$ cat src/cicc_pkg.sv
// Shared constants and types of the interrupt and cycle control block
package cicc_pkg;
  // ==========================================
  // Timing
  localparam int CYC_CLKS = 4;
  localparam logic [1:0] PH_LAST = 2'(CYC_CLKS - 1);
  // ==========================================
  // Widths and stack
  localparam int PC_W = 11;
  localparam int STK_DEPTH = 4;
  localparam int STK_IW = 2;
  localparam int STK_LW = 3;
  // ==========================================
  // Register offsets
  localparam logic [7:0] OFS_CTRL = 8'h00;
  localparam logic [7:0] OFS_FLAG = 8'h04;
  localparam logic [7:0] OFS_STAT = 8'h08;
  localparam logic [7:0] OFS_DATA = 8'h0C;
  // ==========================================
  // Field positions
  localparam int CTRL_GIE = 0;
  localparam int CTRL_EN = 1;
  localparam int FLG_TB = 0;
  localparam int FLG_GRP = 1;
  localparam int STAT_SLEEP = 11;
  localparam int STAT_Z = 12;
  localparam int STAT_C = 13;
  localparam int STAT_LVL = 14;
  localparam int STAT_FULL = 17;
  localparam int DATA_ACC = 8;
  // ==========================================
  // Reset values, vectors, special addresses
  localparam logic [PC_W-1:0] RST_PC = 11'h000;
  localparam logic [PC_W-1:0] VEC_TB = 11'h004;
  localparam logic [PC_W-1:0] VEC_GRP = 11'h008;
  localparam logic [7:0] PCL_ADDR = 8'h06;
  // ==========================================
  // Types
  typedef enum logic [4:0] {
    OP_NOP, OP_ADD, OP_ADC, OP_SUB, OP_SBC, OP_AND, OP_OR, OP_XOR,
    OP_CPL, OP_INC, OP_DEC, OP_RR, OP_RRC, OP_RL, OP_RLC, OP_MOV,
    OP_SETB, OP_CLRB, OP_SZ, OP_SZB, OP_SNZB, OP_SIZ, OP_SDZ,
    OP_JMP, OP_CALL, OP_RET, OP_RETURN_FROM_INTERRUPT, OP_TABRD, OP_HALT
  } cicc_op_t;
  typedef enum logic [4:0] {
    ST_EXEC = 5'b0_0001,
    ST_EXTRA = 5'b0_0010,
    ST_INT1 = 5'b0_0100,
    ST_INT2 = 5'b0_1000,
    ST_SLEEP = 5'b1_0000
  } cicc_state_t;
  typedef struct packed {
    cicc_op_t op;
    logic to_mem;
    logic use_imm;
    logic [2:0] bit_sel;
    logic [7:0] mem_addr;
    logic [7:0] mem_data;
    logic [7:0] imm;
    logic [PC_W-1:0] target;
  } cicc_instr_t;
  typedef struct packed {
    logic [7:0] result;
    logic z;
    logic c;
    logic z_we;
    logic c_we;
    logic skip;
    logic wb;
  } cicc_alu_t;
  typedef struct packed {
    logic en;
    logic [7:0] addr;
    logic [7:0] data;
  } cicc_wr_t;
  typedef struct packed {
    logic [STK_DEPTH-1:0][PC_W-1:0] mem;
    logic [STK_LW-1:0] lvl;
    logic [PC_W-1:0] top;
  } cicc_stk_t;
  typedef struct packed {
    cicc_state_t st;
    logic [1:0] ph;
    cicc_instr_t ir;
    logic ir_valid;
    logic isrc;
    logic [PC_W-1:0] pc;
    logic [7:0] acc;
    logic z;
    logic c;
    logic gie;
    logic [1:0] en;
    logic [3:0] flg;
    logic [3:0] prev;
    logic [7:0] tblh;
    cicc_wr_t wr;
    logic take;
    logic tab_rd;
    logic [PC_W-1:0] tab_addr;
    logic sleeping;
    logic pready;
    logic pslverr;
    logic [31:0] prdata;
  } cicc_regs_t;
endpackage

$ cat src/cicc_core.sv
// Interrupt, wake-up and instruction cycle control with APB registers
//
// The implementer's own choices: the placing of the registers and the APB interface to the registers.
`timescale 1ns/1ps
`default_nettype none
// Functional notes
// (RL1) Any request flag rising wakes from sleep
// (RL2) Software presets flag to suppress its wake-up
// (RL3) Request flags stay set until serviced/cleared
// (RL4) Group service clears only the grouped flag
// (RL5) Interrupt entry pushes only the program counter
// (RL6) Interrupt return pops and sets global enable
// (RL7) Plain return pops, global enable unchanged
// (RL8) Instruction cycle is four system clocks
// (RL9) Jump, call, returns, table read: two cycles
// (RL10) Program counter low write jumps, extra cycle
// (RL11) Taken skip costs one extra cycle
// (RL12) Test instruction continues or skips next one
// (RL13) Bit set/clear modifies only selected bit
// (RL14) Logic result zero sets zero flag
// (RL15) Add carry above 255, subtract borrow
// (RL16) Increment and decrement change by one
// (RL17) Rotates by one bit, carry variants
// (RL18) Return resumes after the calling instruction
// (RL19) Table read moves program data to memory
// (RL20) Software avoids calls with one level left
// (RL21) Interrupt entry clears global enable
// (RL22) No acknowledge while the stack is full
// (RL23) Acknowledge only at whole instruction boundary
module cicc_core (
  input wire logic clk,
  input wire logic rst,
  input wire logic psel,
  input wire logic penable,
  input wire logic pwrite,
  input wire logic [7:0] paddr,
  input wire logic [31:0] pwdata,
  output logic [31:0] prdata,
  output logic pready,
  output logic pslverr,
  input wire logic tb_event,
  input wire logic [1:0] member_event,
  input wire logic instr_valid,
  input wire cicc_pkg::cicc_instr_t instr,
  output logic instr_take,
  output logic [cicc_pkg::PC_W-1:0] pc,
  output logic [7:0] acc,
  output logic zero_flag,
  output logic carry_flag,
  output logic global_interrupt_enable,
  output cicc_pkg::cicc_wr_t mem_wr,
  output logic tab_rd,
  output logic [cicc_pkg::PC_W-1:0] tab_addr,
  input wire logic [15:0] tab_data,
  output logic [7:0] tblh,
  output logic sleeping
);
  import cicc_pkg::*;

  // ==========================================
  // State and helpers
  cicc_regs_t r;
  cicc_regs_t n;
  cicc_alu_t alu;
  logic [PC_W-1:0] stk_top;
  logic [STK_LW-1:0] stk_lvl;
  logic stk_full;
  logic push;
  logic pop;
  logic [PC_W-1:0] push_d;
  logic end_cyc;
  logic bnd;
  logic extra;
  logic pend;
  logic wr_acc;
  logic hit;
  logic [3:0] ev;
  logic apb_setup;
  logic apb_write;
  logic wake;

  // ==========================================
  // Decoders shared by pending logic and source choice
  function automatic logic tb_req(input logic [3:0] f, input logic [1:0] e);
    tb_req = f[FLG_TB] && e[0];
  endfunction

  function automatic logic grp_req(input logic [3:0] f, input logic [1:0] e);
    grp_req = f[FLG_GRP] && e[1];
  endfunction

  // Register map decode for the error response
  function automatic logic reg_hit(input logic [7:0] a);
    reg_hit = (a == OFS_CTRL) || (a == OFS_FLAG) ||
      (a == OFS_STAT) || (a == OFS_DATA);
  endfunction

  cicc_alu u_alu (
    .ir(r.ir),
    .acc(r.acc),
    .c_in(r.c),
    .res(alu)
  );

  cicc_stack u_stack (
    .clk(clk),
    .rst(rst),
    .push(push),
    .pop(pop),
    .push_data(push_d),
    .top(stk_top),
    .level(stk_lvl),
    .full(stk_full)
  );

  // ==========================================
  // Outputs, all from registers
  assign prdata = r.prdata;
  assign pready = r.pready;
  assign pslverr = r.pslverr;
  assign instr_take = r.take;
  assign pc = r.pc;
  assign acc = r.acc;
  assign zero_flag = r.z;
  assign carry_flag = r.c;
  assign global_interrupt_enable = r.gie;
  assign mem_wr = r.wr;
  assign tab_rd = r.tab_rd;
  assign tab_addr = r.tab_addr;
  assign tblh = r.tblh;
  assign sleeping = r.sleeping;

  always_comb begin
    n = r;
    push = 1'b0;
    pop = 1'b0;
    push_d = r.pc;
    bnd = 1'b0;
    extra = 1'b0;
    wr_acc = 1'b0;
    n.wr.en = 1'b0;
    n.take = 1'b0;
    n.tab_rd = 1'b0;
    // Group flag follows any member event; member flags kept apart
    ev[FLG_TB] = tb_event;
    ev[FLG_GRP] = |member_event;
    ev[3:2] = member_event;
    // A full stack holds requests off; a push then would be lost
    pend = r.gie && !stk_full && // RL22
      (tb_req(r.flg, r.en) || grp_req(r.flg, r.en));
    // Phase runs free; only a wake from sleep restarts it
    end_cyc = (r.ph == PH_LAST);
    wake = |(r.flg & ~r.prev); // RL1

    // ==========================================
    // APB slave: answers in the first access cycle
    hit = reg_hit(paddr);
    apb_setup = psel && !penable;
    // Write lands at the access edge, once pready is seen high
    apb_write = psel && penable && r.pready && pwrite;
    n.pready = apb_setup;
    n.pslverr = apb_setup && !hit;
    if (apb_setup) begin
      n.prdata = 32'h0000_0000;
      case (paddr)
        OFS_CTRL: begin
          n.prdata[CTRL_GIE] = r.gie;
          n.prdata[CTRL_EN +: 2] = r.en;
        end
        OFS_FLAG: n.prdata[3:0] = r.flg;
        OFS_STAT: begin
          n.prdata[PC_W-1:0] = r.pc;
          n.prdata[STAT_SLEEP] = r.sleeping;
          n.prdata[STAT_Z] = r.z;
          n.prdata[STAT_C] = r.c;
          n.prdata[STAT_LVL +: STK_LW] = stk_lvl;
          n.prdata[STAT_FULL] = stk_full;
        end
        OFS_DATA: begin
          n.prdata[7:0] = r.tblh;
          n.prdata[DATA_ACC +: 8] = r.acc;
        end
        default: ;
      endcase
    end
    if (apb_write) begin
      if (paddr == OFS_CTRL) begin
        n.gie = pwdata[CTRL_GIE];
        n.en = pwdata[CTRL_EN +: 2];
      end
      if (paddr == OFS_FLAG) begin
        n.flg = r.flg & ~pwdata[3:0]; // RL3
      end
    end

    // ==========================================
    // Cycle sequencer
    n.ph = r.ph + 2'd1; // RL8
    case (r.st)
      ST_EXEC: begin
        if (end_cyc) begin
          if (r.ir_valid) begin
            n.pc = r.pc + 11'd1;
            if (alu.z_we) begin
              n.z = alu.z;
            end
            if (alu.c_we) begin
              n.c = alu.c;
            end
            if (alu.wb && r.ir.to_mem) begin
              n.wr.en = 1'b1;
              n.wr.addr = r.ir.mem_addr;
              n.wr.data = alu.result;
              if (r.ir.mem_addr == PCL_ADDR) begin
                n.pc = {r.pc[PC_W-1:8], alu.result}; // RL10
                extra = 1'b1; // RL10
              end
            end else if (alu.wb) begin
              wr_acc = 1'b1;
            end
            if (alu.skip) begin
              n.pc = r.pc + 11'd2; // RL12
              extra = 1'b1; // RL11
            end
            case (r.ir.op)
              OP_JMP: begin
                n.pc = r.ir.target;
                extra = 1'b1; // RL9
              end
              OP_CALL: begin
                push = 1'b1;
                push_d = r.pc + 11'd1; // RL18
                n.pc = r.ir.target;
                extra = 1'b1; // RL9
              end
              OP_RET: begin
                pop = 1'b1;
                n.pc = stk_top; // RL7
                extra = 1'b1; // RL9
              end
              OP_RETURN_FROM_INTERRUPT: begin
                pop = 1'b1;
                n.pc = stk_top;
                n.gie = 1'b1; // RL6
                extra = 1'b1; // RL9
              end
              OP_TABRD: begin
                n.tab_rd = 1'b1;
                n.tab_addr = {r.pc[PC_W-1:8], r.ir.mem_data};
                extra = 1'b1; // RL9
              end
              OP_HALT: n.st = ST_SLEEP;
              default: ;
            endcase
          end
          if (extra) begin
            n.st = ST_EXTRA;
          end else if (!(r.ir_valid && r.ir.op == OP_HALT)) begin
            bnd = 1'b1;
          end
        end
      end
      ST_EXTRA: begin
        if (end_cyc) begin
          // Program word must be valid by the end of this cycle
          if (r.ir.op == OP_TABRD) begin
            n.wr.en = 1'b1; // RL19
            n.wr.addr = r.ir.mem_addr;
            n.wr.data = tab_data[7:0];
            n.tblh = tab_data[15:8];
          end
          // Second cycle done, interrupts may now be taken
          bnd = 1'b1; // RL23
        end
      end
      ST_INT1: begin
        if (end_cyc) begin
          // Push and vector load share one edge
          push = 1'b1; // RL5
          push_d = r.pc;
          n.pc = r.isrc ? VEC_GRP : VEC_TB;
          n.gie = 1'b0; // RL21
          if (r.isrc) begin
            n.flg[FLG_GRP] = 1'b0; // RL4
          end else begin
            n.flg[FLG_TB] = 1'b0;
          end
          n.st = ST_INT2;
        end
      end
      ST_INT2: begin
        if (end_cyc) begin
          bnd = 1'b1;
        end
      end
      ST_SLEEP: begin
        // Rise only; a flag already high cannot wake
        if (wake) begin // RL1 RL2
          n.st = ST_EXEC;
          n.ir_valid = 1'b0;
          n.ph = 2'd0;
        end
      end
      default: begin
        n.st = ST_EXEC;
        n.ir_valid = 1'b0;
      end
    endcase
    if (wr_acc) begin
      n.acc = alu.result;
    end

    // ==========================================
    // Instruction boundary: interrupt or next fetch
    if (bnd) begin
      if (pend) begin // RL23
        n.st = ST_INT1;
        n.ir_valid = 1'b0;
        n.isrc = !tb_req(r.flg, r.en);
      end else begin
        n.st = ST_EXEC;
        n.ir = instr;
        n.ir_valid = instr_valid;
        n.take = instr_valid;
      end
    end
    n.sleeping = (n.st == ST_SLEEP);

    // Hardware set wins over any clear in the same cycle
    n.flg = n.flg | ev; // RL3
    n.prev = r.flg;
  end

  always_ff @(posedge clk) begin
    if (rst) begin
      r <= '0;
      r.st <= ST_EXEC;
      r.pc <= RST_PC;
    end else begin
      r <= n;
    end
  end
endmodule // cicc_core
`default_nettype wire

$ cat src/cicc_alu.sv
// Arithmetic, logic, rotate, bit and skip evaluation
`timescale 1ns/1ps
`default_nettype none
module cicc_alu (
  input wire cicc_pkg::cicc_instr_t ir,
  input wire logic [7:0] acc,
  input wire logic c_in,
  output cicc_pkg::cicc_alu_t res
);
  import cicc_pkg::*;

  function automatic logic [7:0] bit_mask(input logic [2:0] i);
    bit_mask = 8'h01 << i;
  endfunction

  logic [7:0] m;
  logic [7:0] src;
  logic [8:0] s9;

  always_comb begin
    m = ir.mem_data;
    src = ir.use_imm ? ir.imm : ir.mem_data;
    s9 = 9'h000;
    res = '0;
    res.wb = 1'b1;
    res.z_we = 1'b1;
    case (ir.op)
      OP_ADD, OP_ADC: begin
        s9 = {1'b0, acc} + {1'b0, src} + {8'h00, c_in & (ir.op == OP_ADC)};
        res.c_we = 1'b1; // RL15
      end
      OP_SUB, OP_SBC: begin
        s9 = {1'b0, acc} - {1'b0, src} - {8'h00, c_in & (ir.op == OP_SBC)};
        res.c_we = 1'b1; // RL15
      end
      OP_AND: s9 = {1'b0, acc & src};
      OP_OR: s9 = {1'b0, acc | src};
      OP_XOR: s9 = {1'b0, acc ^ src};
      OP_CPL: s9 = {1'b0, ~m};
      OP_INC: s9 = {1'b0, m + 8'h01}; // RL16
      OP_DEC: s9 = {1'b0, m - 8'h01}; // RL16
      default: res.z_we = 1'b0;
    endcase
    res.result = s9[7:0];
    res.c = s9[8];
    res.z = (s9[7:0] == 8'h00); // RL14
    case (ir.op)
      OP_RR: res.result = {m[0], m[7:1]}; // RL17
      OP_RL: res.result = {m[6:0], m[7]}; // RL17
      OP_RRC: begin
        res.result = {c_in, m[7:1]}; // RL17
        res.c = m[0];
        res.c_we = 1'b1;
      end
      OP_RLC: begin
        res.result = {m[6:0], c_in}; // RL17
        res.c = m[7];
        res.c_we = 1'b1;
      end
      OP_MOV: res.result = ir.to_mem ? acc : src;
      OP_SETB: res.result = m | bit_mask(ir.bit_sel); // RL13
      OP_CLRB: res.result = m & ~bit_mask(ir.bit_sel); // RL13
      OP_SZ: begin
        res.result = m;
        res.skip = (m == 8'h00); // RL12
        res.wb = ~ir.to_mem;
      end
      OP_SZB: begin
        res.skip = ~|(m & bit_mask(ir.bit_sel)); // RL12
        res.wb = 1'b0;
      end
      OP_SNZB: begin
        res.skip = |(m & bit_mask(ir.bit_sel)); // RL12
        res.wb = 1'b0;
      end
      OP_SIZ: begin
        res.result = m + 8'h01;
        res.skip = (res.result == 8'h00); // RL12
      end
      OP_SDZ: begin
        res.result = m - 8'h01;
        res.skip = (res.result == 8'h00); // RL12
      end
      OP_NOP, OP_JMP, OP_CALL, OP_RET, OP_RETURN_FROM_INTERRUPT, OP_TABRD, OP_HALT:
        res.wb = 1'b0;
      default: ;
    endcase
  end
endmodule // cicc_alu
`default_nettype wire

$ cat src/cicc_stack.sv
// Return address stack, top word held in a register
`timescale 1ns/1ps
`default_nettype none
module cicc_stack (
  input wire logic clk,
  input wire logic rst,
  input wire logic push,
  input wire logic pop,
  input wire logic [cicc_pkg::PC_W-1:0] push_data,
  output logic [cicc_pkg::PC_W-1:0] top,
  output logic [cicc_pkg::STK_LW-1:0] level,
  output logic full
);
  import cicc_pkg::*;

  cicc_stk_t r;
  cicc_stk_t n;
  logic [STK_LW-1:0] below;

  assign top = r.top;
  assign level = r.lvl;
  assign full = (r.lvl == STK_LW'(STK_DEPTH));

  always_comb begin
    n = r;
    below = r.lvl - 3'd2;
    // Push on a full stack is dropped; old entries stay intact
    if (push && !full) begin
      n.mem[r.lvl[STK_IW-1:0]] = push_data;
      n.top = push_data;
      n.lvl = r.lvl + 3'd1;
    end else if (pop && r.lvl != 3'd0) begin
      n.lvl = r.lvl - 3'd1;
      n.top = (r.lvl > 3'd1) ? r.mem[below[STK_IW-1:0]] : RST_PC;
    end
  end

  always_ff @(posedge clk) begin
    if (rst) begin
      r <= '0;
    end else begin
      r <= n;
    end
  end
endmodule // cicc_stack
`default_nettype wire

$ cat config.mk
export PLATFORM = sky130hd
export DESIGN_NAME = cicc_core
export DESIGN_NICKNAME = d
export VERILOG_FILES = /design/src/cicc_pkg.sv /design/src/cicc_core.sv /design/src/cicc_alu.sv /design/src/cicc_stack.sv
export SDC_FILE = /design/constraint.sdc
export NUM_CORES = 1
export LEC_CHECK = 0
export BUFFER_PORTS_ARGS = -buffer_cell sky130_fd_sc_hd__buf_4
export CAP_MARGIN = 10
export CORE_ASPECT_RATIO = 1.1
export CORE_MARGIN = 2
export CORE_UTILIZATION = 40
export CTS_BUF_LIST = sky130_fd_sc_hd__clkbuf_8
export DETAILED_ROUTE_END_ITERATION = 12
export SLEW_MARGIN = 40
export SYNTH_ARGS = -nofsm -noshare
export SYNTH_HDL_FRONTEND = slang
export SYNTH_SLANG_ARGS = --single-unit
$ cat constraint.sdc
create_clock -name clk -period 10.45 [get_ports clk]
set_clock_uncertainty 0.2 [all_clocks]
set_input_delay 1.5675 -clock clk [delete_from_list [all_inputs] [get_ports clk]]
set_output_delay 1.5675 -clock clk [all_outputs]
set_load 0.05 [all_outputs]
==> results of run 1 <==
worst paths after layout:
path,start,slack [ns],to
worst max-delay path,r[129],5.94,pc[5]
worst min-delay path,r[152],0.22,r[152]
worst max register to register,r[129],5.94,pc[5]
worst min register to register,r[152],0.22,r[152]
worst max-delay path, cell delays in order, from the launching register on:
cell      delay, ns
dfxtp_1        0.87
mux2i_1        0.40
ha_1           0.49
ha_1           0.40
nor3_1         0.08
a211oi_1       0.38
xnor2_1        0.18
nor2_1         0.05
a211oi_1       0.45
a21oi_1        0.35
a222oi_1       0.39
a311oi_1       0.13
power by group through the flow:
stage / Sequential, mW / Clock [mW] / Combinational, mW
after floorplan: 0.813 / 0 / 0.183
after global placement: 0.828 / 0 / 0.239
after detailed placement: 0.828 / 0 / 0.245
after CTS: 0.811 / 0.781 / 0.246
after global routing: 0.814 / 0.816 / 0.269
final: 0.813 / 0.762 / 0.249
state kept, by name, summed over array words and instances (netlist names), 3 cells and up:
register	count
acc	8
mem_wr	17
n	4
pc	11
prdata	18
r	60
tab_addr	11
tblh	8
u_stack.level	3
u_stack.r	44
u_stack.top	11
synthesized netlist by cell type (all sizes together), types with 13 or more instances:
cell type	instances	share of area, %
mux4	16	2.8
ha	43	4.2
nand2	113	3.3
clkbuf	69	2.0
nand3	34	1.3
mux2	18	1.6
and2	15	0.74
o22ai	13	0.64
a22oi	30	1.8
nor4	13	0.74
buf	126	7.3
xnor2	17	1.2
nor2	212	6.3
o21ai	43	1.7
dfxtp	203	32
mux2i	68	5.3
a211oi	61	3.6
nor3	36	1.5
a21oi	78	3.1
xor2	20	1.4
nand2b	16	0.79
and3	15	0.74
inv	49	1.4
area by class of cell:
cell class | instances | area [µm²]
Clock buffer | 50 | 688
Clock inverter | 17 | 80.1
Fill cell | 3115 | 17000
Inverter | 49 | 184
Multi-Input combinational cell | 1090 | 7420
Sequential cell | 203 | 4070
Tap cell | 420 | 526
Timing Repair Buffer | 181 | 1400
metal layers:
metal	wire length (µm)	GRT usage, %
met4	1350	9.11
met2	20100	40.8
met3	2250	3.60
met1	17400	30.9
met5	0	0
cell usage in the layout (no fill, tap or decap), drive strengths merged, types with 9 or more instances in the layout:
master / instances
a221oi: 12
nor2: 212
o21ai: 43
conb: 14
buf: 181
mux2i: 68
mux4: 16
ha: 43
nor4: 13
clkbuf: 50
o22ai: 13
o221ai: 10
nand4: 12
mux2: 18
inv: 60
nor2b: 12
nand3: 34
xor2: 20
a222oi: 10
a22oi: 30
nor3b: 9
and3: 15
nand2b: 16
xnor2: 17
dfxtp: 203
a211oi: 61
nor3: 36
nand2: 113
a21oi: 78
and2: 15
stage by stage:
| stage | area, µm² | setup slack (ns) |
|---|---|---|
| floorplan | 12800 | 6.59 |
| global placement | 13500 | 6.00 |
| detailed placement | 13600 | 6.05 |
| CTS | 14300 | 6.00 |
| global route | 14400 | 5.73 |
| finish | 14400 | 5.94 |
kinds of logic after synthesis:
kind of cell	after synthesis	synth area share [%]
compound gates	362	20.3
flops	203	31.9
simple gates	528	19.8
buf+inv	244	10.8
xor+xnor	37	2.54
mux	102	9.76
other cells	1	0.0294
fa+ha+maj	47	4.85
==> impl_metrics.csv, run 1 <==
group,metric,value,unit
sta,rsz0062_at_grt,"false",
logic_synthesis,ys_seq_area_share,31.9,%
clock_tree,cts_resized,0,
clock_tree,clk_latency,0.55,ns
sta,slew_headroom,41.8,%
setup_path,reg2reg_depth,11,
finish,nets,1719,
setup_path,cp-end-kind,"flop",
sta,fin_tns_setup,0,ns
detailed_routing,wl_per_cell,20.4,µm
floorplanning,die_x,174,µm
placed_design,hpwl,30000,µm
logic_synthesis,ys_seq_elements,203,
power,p_switching,513,µW
sta,timing.hold.ws,0.219,ns
clock_tree,cts-root-buf,"clkbuf_8",
logic_synthesis,ys_warn_count,0,
detailed_routing,viasPerCell,5.71,
min_path,min_path_type,"reg2reg",
power,p_comb_share,13.7,%
logic_synthesis,netlist_area,12700,µm²
clock_tree,cts_made_buffers,37,
floorplanning,initial_utilization,40.6,%
floorplanning,rows,68,
sta,setup_viol,0,
power,swShare,28.1,%
floorplanning,io_pins,205,
global_routing,track_usage,24.1,%
status,status,"finished clean",
detailed_routing,drt_first_pass_iters,5,
placed_design,place.gp.congestion,0.925,
global_routing,grt_pass1_wl,63400,µm
placed_design,dp.cells,1942,
power,total_power,1.82,mW
power,p_leak,5.46,nW
sta,slew_viol_final,0,
min_path,hold_path_depth,1,
placed_design,port_buffers,162,
floorplanning,die-area,33300,µm²
logic_synthesis,synthFlopType,"dfxtp_1",
power,p_clk_share,41.8,%
finish,antenna-diode-count,0,
setup_path,critical_path_class,"reg2reg",
sta,period_share,43.1,%
detailed_routing,ant_nets,0,
global_routing,grt_overflow_total,0,
clock_tree,clk_pin_slew_worst_paths,0.06,ns
sta,fmax,222,MHz
setup_path,worst_ep_arrival_time,4.72,ns
detailed_routing,post-route-drc-count,0,
clock_tree,cts_sinks,203,
power,peakVddDrop,0.104,mV
clock_tree,post_cts_buffers,0,
finish,layout-drive-gt1-share,19.4,%
logic_synthesis,postSynthCellCount,1524,
logic_synthesis,synth_edf_count,0,
clock_tree,tritoncts,"built",
logic_synthesis,async_flop_share,0,%
run,max_cap_viol_count,0,
global_routing,grt_max_degree,125,
clock_tree,htreeDepth,2,
setup_path,cp_max_fo,16,
detailed_routing,drt_first_iter_violations,1204,
detailed_routing,wirelength,41100,µm
setup_path,required,10.66,ns
detailed_routing,num_vias,11500,
global_routing,grt_antenna_before_repair,0,
logic_synthesis,syn_area_per_cell,8.36,µm²
clock_tree,ctsLongestPathBuffers,3,
sta,worst_pin_slew,0.873,ns
finish,areaGrowthSynthToFinish,12.7,%
floorplanning,dieHeight,191,µm
finish,layout.cells.non_filler,2010,
clock_tree,hold_buffers,0,
setup_path,start_kind,"flop",
power,powerDensity,127,nW/µm²
finish,fin_util,45.7,%
sta,finalHoldViolations,0,
floorplanning,core_area,31400,µm²
power,seqPwrFrac,44.5,%
global_routing,grt_pass1_vias,10800,
sta,min_period,4.51,ns
power,p_int,1.31,mW
logic_synthesis,synthDistinctLibCells,100,
Note: power is estimated with default switching activity, not from simulation.
==> run 2, diff against run 1 <==
ABC_AREA = 1   (was default)
clock period = 3.85 ns   (was 10.45 ns; I/O delays follow)
==> run 2 against run 1 <==
  * Non-clock buffer count up 24
  * Hold slack lost 0.14 ns
  * Sequential power grew to 2.7 times the previous value
  * Global-route usage is 2.1 points higher
  * Largest power group is now the clock network
  * Highest routed layer unchanged
==> impl_metrics.csv, run 2 <==
group,metric,value,unit
status,status,"finished clean",
sta,slew_headroom,38.2,%
logic_synthesis,synthDistinctLibCells,50,
finish,fillers,3475,
global_routing,grt_pass1_vias,12800,
placed_design,port_buffers,162,
setup_path,cp_cell_sequence,"inv_2 -> nor2_2 -> nand2_1 -> inv_1 -> nand3_1 -> fa_1 -> inv_1 -> ha_1 -> or2_2 -> nand2_1 -> nand2_1 -> nand3_1 -> nand3b_1 -> nand3_1 -> nand3_1 -> nor2_1 -> nand2_1 -> nand3_1 -> nand2_1 -> nand2_1 -> a21oi_1",
sta,worst_pin_slew,0.917,ns
logic_synthesis,syn_area_per_cell,6.47,µm²
floorplanning,dieHeight,195,µm
global_routing,grt_max_degree,84,
power,p_clk_share,43.1,%
detailed_routing,post-route-drc-count,0,
power,p_switching,1.48,mW
logic_synthesis,synth-adder-area-share,4.64,%
clock_tree,cts_made_buffers,37,
finish,areaGrowthSynthToFinish,14.1,%
global_routing,grt_antenna_before_repair,1,
power,total_power,5.11,mW
setup_path,crit_slowest_cell,"fa_1",
sta,min_period,3.61,ns
placed_design,dp_worst_setup_slack,0.172,ns
detailed_routing,wirelength,46500,µm
setup_path,worstReg2RegStart,"r[149]",
placed_design,dpl_cell_area,14400,µm²
floorplanning,initial_utilization,40.4,%
placed_design,place.gp.congestion,0.974,
sta,fmax,277,MHz
sta,setup_viol,0,
logic_synthesis,synth_compound_area_share,17.5,%
logic_synthesis,synth.area.top_cells,"dfxtp_1 30%, nand2_1 13%, a21oi_1 7.8%",
detailed_routing,ant_nets,0,
logic_synthesis,ys_seq_elements,203,
floorplanning,core_area,33000,µm²
setup_path,reg2reg_depth,21,
power,p_int,3.63,mW
setup_path,worst-path-buf-inv,3,
setup_path,cp_slowest_stage_delay,0.53,ns
setup_path,cp_max_fo,6,
finish,layout-drive-gt1-share,14.6,%
logic_synthesis,async_flop_share,0,%
sta,rsz0062_at_grt,"false",
logic_synthesis,ys_warn_count,0,
clock_tree,tritoncts,"built",
placed_design,dp.cells,2531,
logic_synthesis,synth_most_common_cell,"nand2_1",
detailed_routing,viasPerCell,5.31,
global_routing,track_usage,26.2,%
logic_synthesis,synth_xor_area_share,1.18,%
setup_path,worst_ep_arrival_time,3.83,ns
clock_tree,htreeDepth,2,
finish,final_area,15200,µm²
clock_tree,ctsLongestPathBuffers,3,
setup_path,rrSetupSlack,0.24,ns
sta,period_share,93.8,%
finish,layout.cells.non_filler,2592,
clock_tree,cts-root-buf,"clkbuf_8",
finish,regMostFlops,"r",
finish,fin_util,46.1,%
floorplanning,io_pins,205,
finish,largest_reg_flops,60,
global_routing,grt_pass1_wl,71400,µm
global_routing,grt_overflow_total,0,
logic_synthesis,postSynthCellCount,2059,
detailed_routing,drt_first_iter_violations,1101,
setup_path,required,4.07,ns
sta,slew_viol_final,0,
finish,antenna-diode-count,0,
floorplanning,die-area,34800,µm²
detailed_routing,drt_first_pass_iters,5,
setup_path,startpoint,"r[149]",
power,powerDensity,336,nW/µm²
finish,final_common_cell,"nand2_1",
placed_design,hpwl,35100,µm
logic_synthesis,synth_mux_area_share,0.0845,%
logic_synthesis,ys_seq_area_share,30.5,%
sta,finalWorstSetupSlack,0.238,ns
setup_path,critical_path_class,"reg2reg",
logic_synthesis,netlist_area,13300,µm²
setup_path,cp-end-kind,"flop",
setup_path,rr_endpoint,"pc[7]",
logic_synthesis,synthSimpleGateAreaFrac,31.0,%
detailed_routing,wl_per_cell,17.9,µm
logic_synthesis,synthTopCellsByCount,"447 x nand2_1, 231 x inv_1, 208 x nor2_1",
sta,fin_tns_setup,0,ns
power,p_comb_share,14.1,%
sta,finalHoldViolations,0,
logic_synthesis,synth_edf_count,0,
sta,timing.hold.ws,0.0765,ns
power,peakVddDrop,0.197,mV
finish,final_cell_mix,"447 x nand2_1, 237 x inv_1, 208 x nor2_1, 207 x a21oi_1, 202 x dfxtp_1",
setup_path,cp.depth,21,
clock_tree,post_cts_buffers,0,
power,seqPwrFrac,42.8,%
detailed_routing,num_vias,13800,
run,max_cap_viol_count,0,
floorplanning,rows,70,
clock_tree,clk_pin_slew_worst_paths,0.06,ns
floorplanning,die_x,178,µm
setup_path,cpMostUsedCell,"nand2_1",
logic_synthesis,synth_top_area_share,30.5,%
power,swShare,28.9,%
logic_synthesis,yosys.area.top_type,"dfxtp_1",
setup_path,endpoint,"pc[7]",
setup_path,start_kind,"flop",
min_path,min_path_type,"in2reg",
logic_synthesis,synthFlopType,"dfxtp_1",
clock_tree,clk_latency,0.56,ns
logic_synthesis,synth_top_family_by_area,"simple AND/OR/NAND/NOR gates",
power,p_leak,6.90,nW
clock_tree,cts_sinks,203,
setup_path,cpLargestDelayFamily,"simple AND/OR/NAND/NOR gates",
finish,nets,2295,
[run 2: cell count changes after synthesis, moves of 46 or more]
cell / before / now
nand3_1: 34 / 133
o21ai_0: 43 / 157
mux2i_1: 68 / 0
a21oi_1: 77 / 207
nand2_1: 113 / 447
inv_1: 49 / 231
nand3b_1: 5 / 51
a211oi_1: 61 / 2
[run 2: how the worst min path moves through the flow]
stage                        end  cells after the start  startpoint  slack [ns]
after floorplan           r[152]                      1      r[152]        0.20
after global placement    r[152]                      1      r[152]        0.21
after detailed placement  r[152]                      1      r[152]        0.21
after CTS                  n[73]                      3    tb_event        0.05
after global routing       n[73]                      3    tb_event        0.07
final                      n[73]                      3    tb_event        0.08
[run 2: final cells by class]
cell class              count  area [µm²]  area share [%]
multi-input cells        1441        7300            48.0
clock buffers              44         606            3.98
repair buffers            205        1590            10.5
well taps                 432         541            3.55
clock inverters            17         161            1.06
inverters                 250         942            6.20
flip-flops and latches    203        4070            26.7
[run 2: layer usage]
layer	part of all wire [%]	wire length, µm	GRT usage [%]	vias to the layer above
met5	0	0	0	-
met4	2.6	1210	7.74	0
met3	7.7	3590	3.86	68
met2	44	20700	41.2	545
met1	45	21000	36.9	6361
li1	-	-	-	6782
[run 2: worst register-to-register path: stages, from the launching register on]
cell      delay, ns
dfxtp_1        0.45
inv_2          0.08
nor2_2         0.18
nand2_1        0.10
inv_1          0.08
nand3_1        0.12
fa_1           0.53
inv_1          0.05
ha_1           0.16
or2_2          0.33
nand2_1        0.09
nand2_1        0.08
nand3_1        0.11
nand3b_1       0.08
nand3_1        0.10
nand3_1        0.12
nor2_1         0.29
nand2_1        0.11
nand3_1        0.08
nand2_1        0.05
nand2_1        0.07
a21oi_1        0.05
[run 2: kinds of logic after synthesis]
logic type      Yosys count
fa+ha+maj                47
buf+inv                 428
mux                       1
xor+xnor                 18
other cells               1
compound gates          434
flops                   203
simple gates            927
[run 2: what timing repair did]
item / in CTS / in global routing
gates resized for setup: 0 / 1
endpoints found under the setup margin: 0 / 4
hold buffers: 0 / 0
[run 2: power groups by stage]
stage                     clock network (mW)  registers [mW]  logic [mW]
after floorplan                            0            2.21       0.505
after global placement                     0            2.23       0.711
after detailed placement                   0            2.23       0.712
after CTS                               2.24            2.19       0.715
after global routing                    2.32            2.19       0.801
final                                   2.20            2.19       0.722
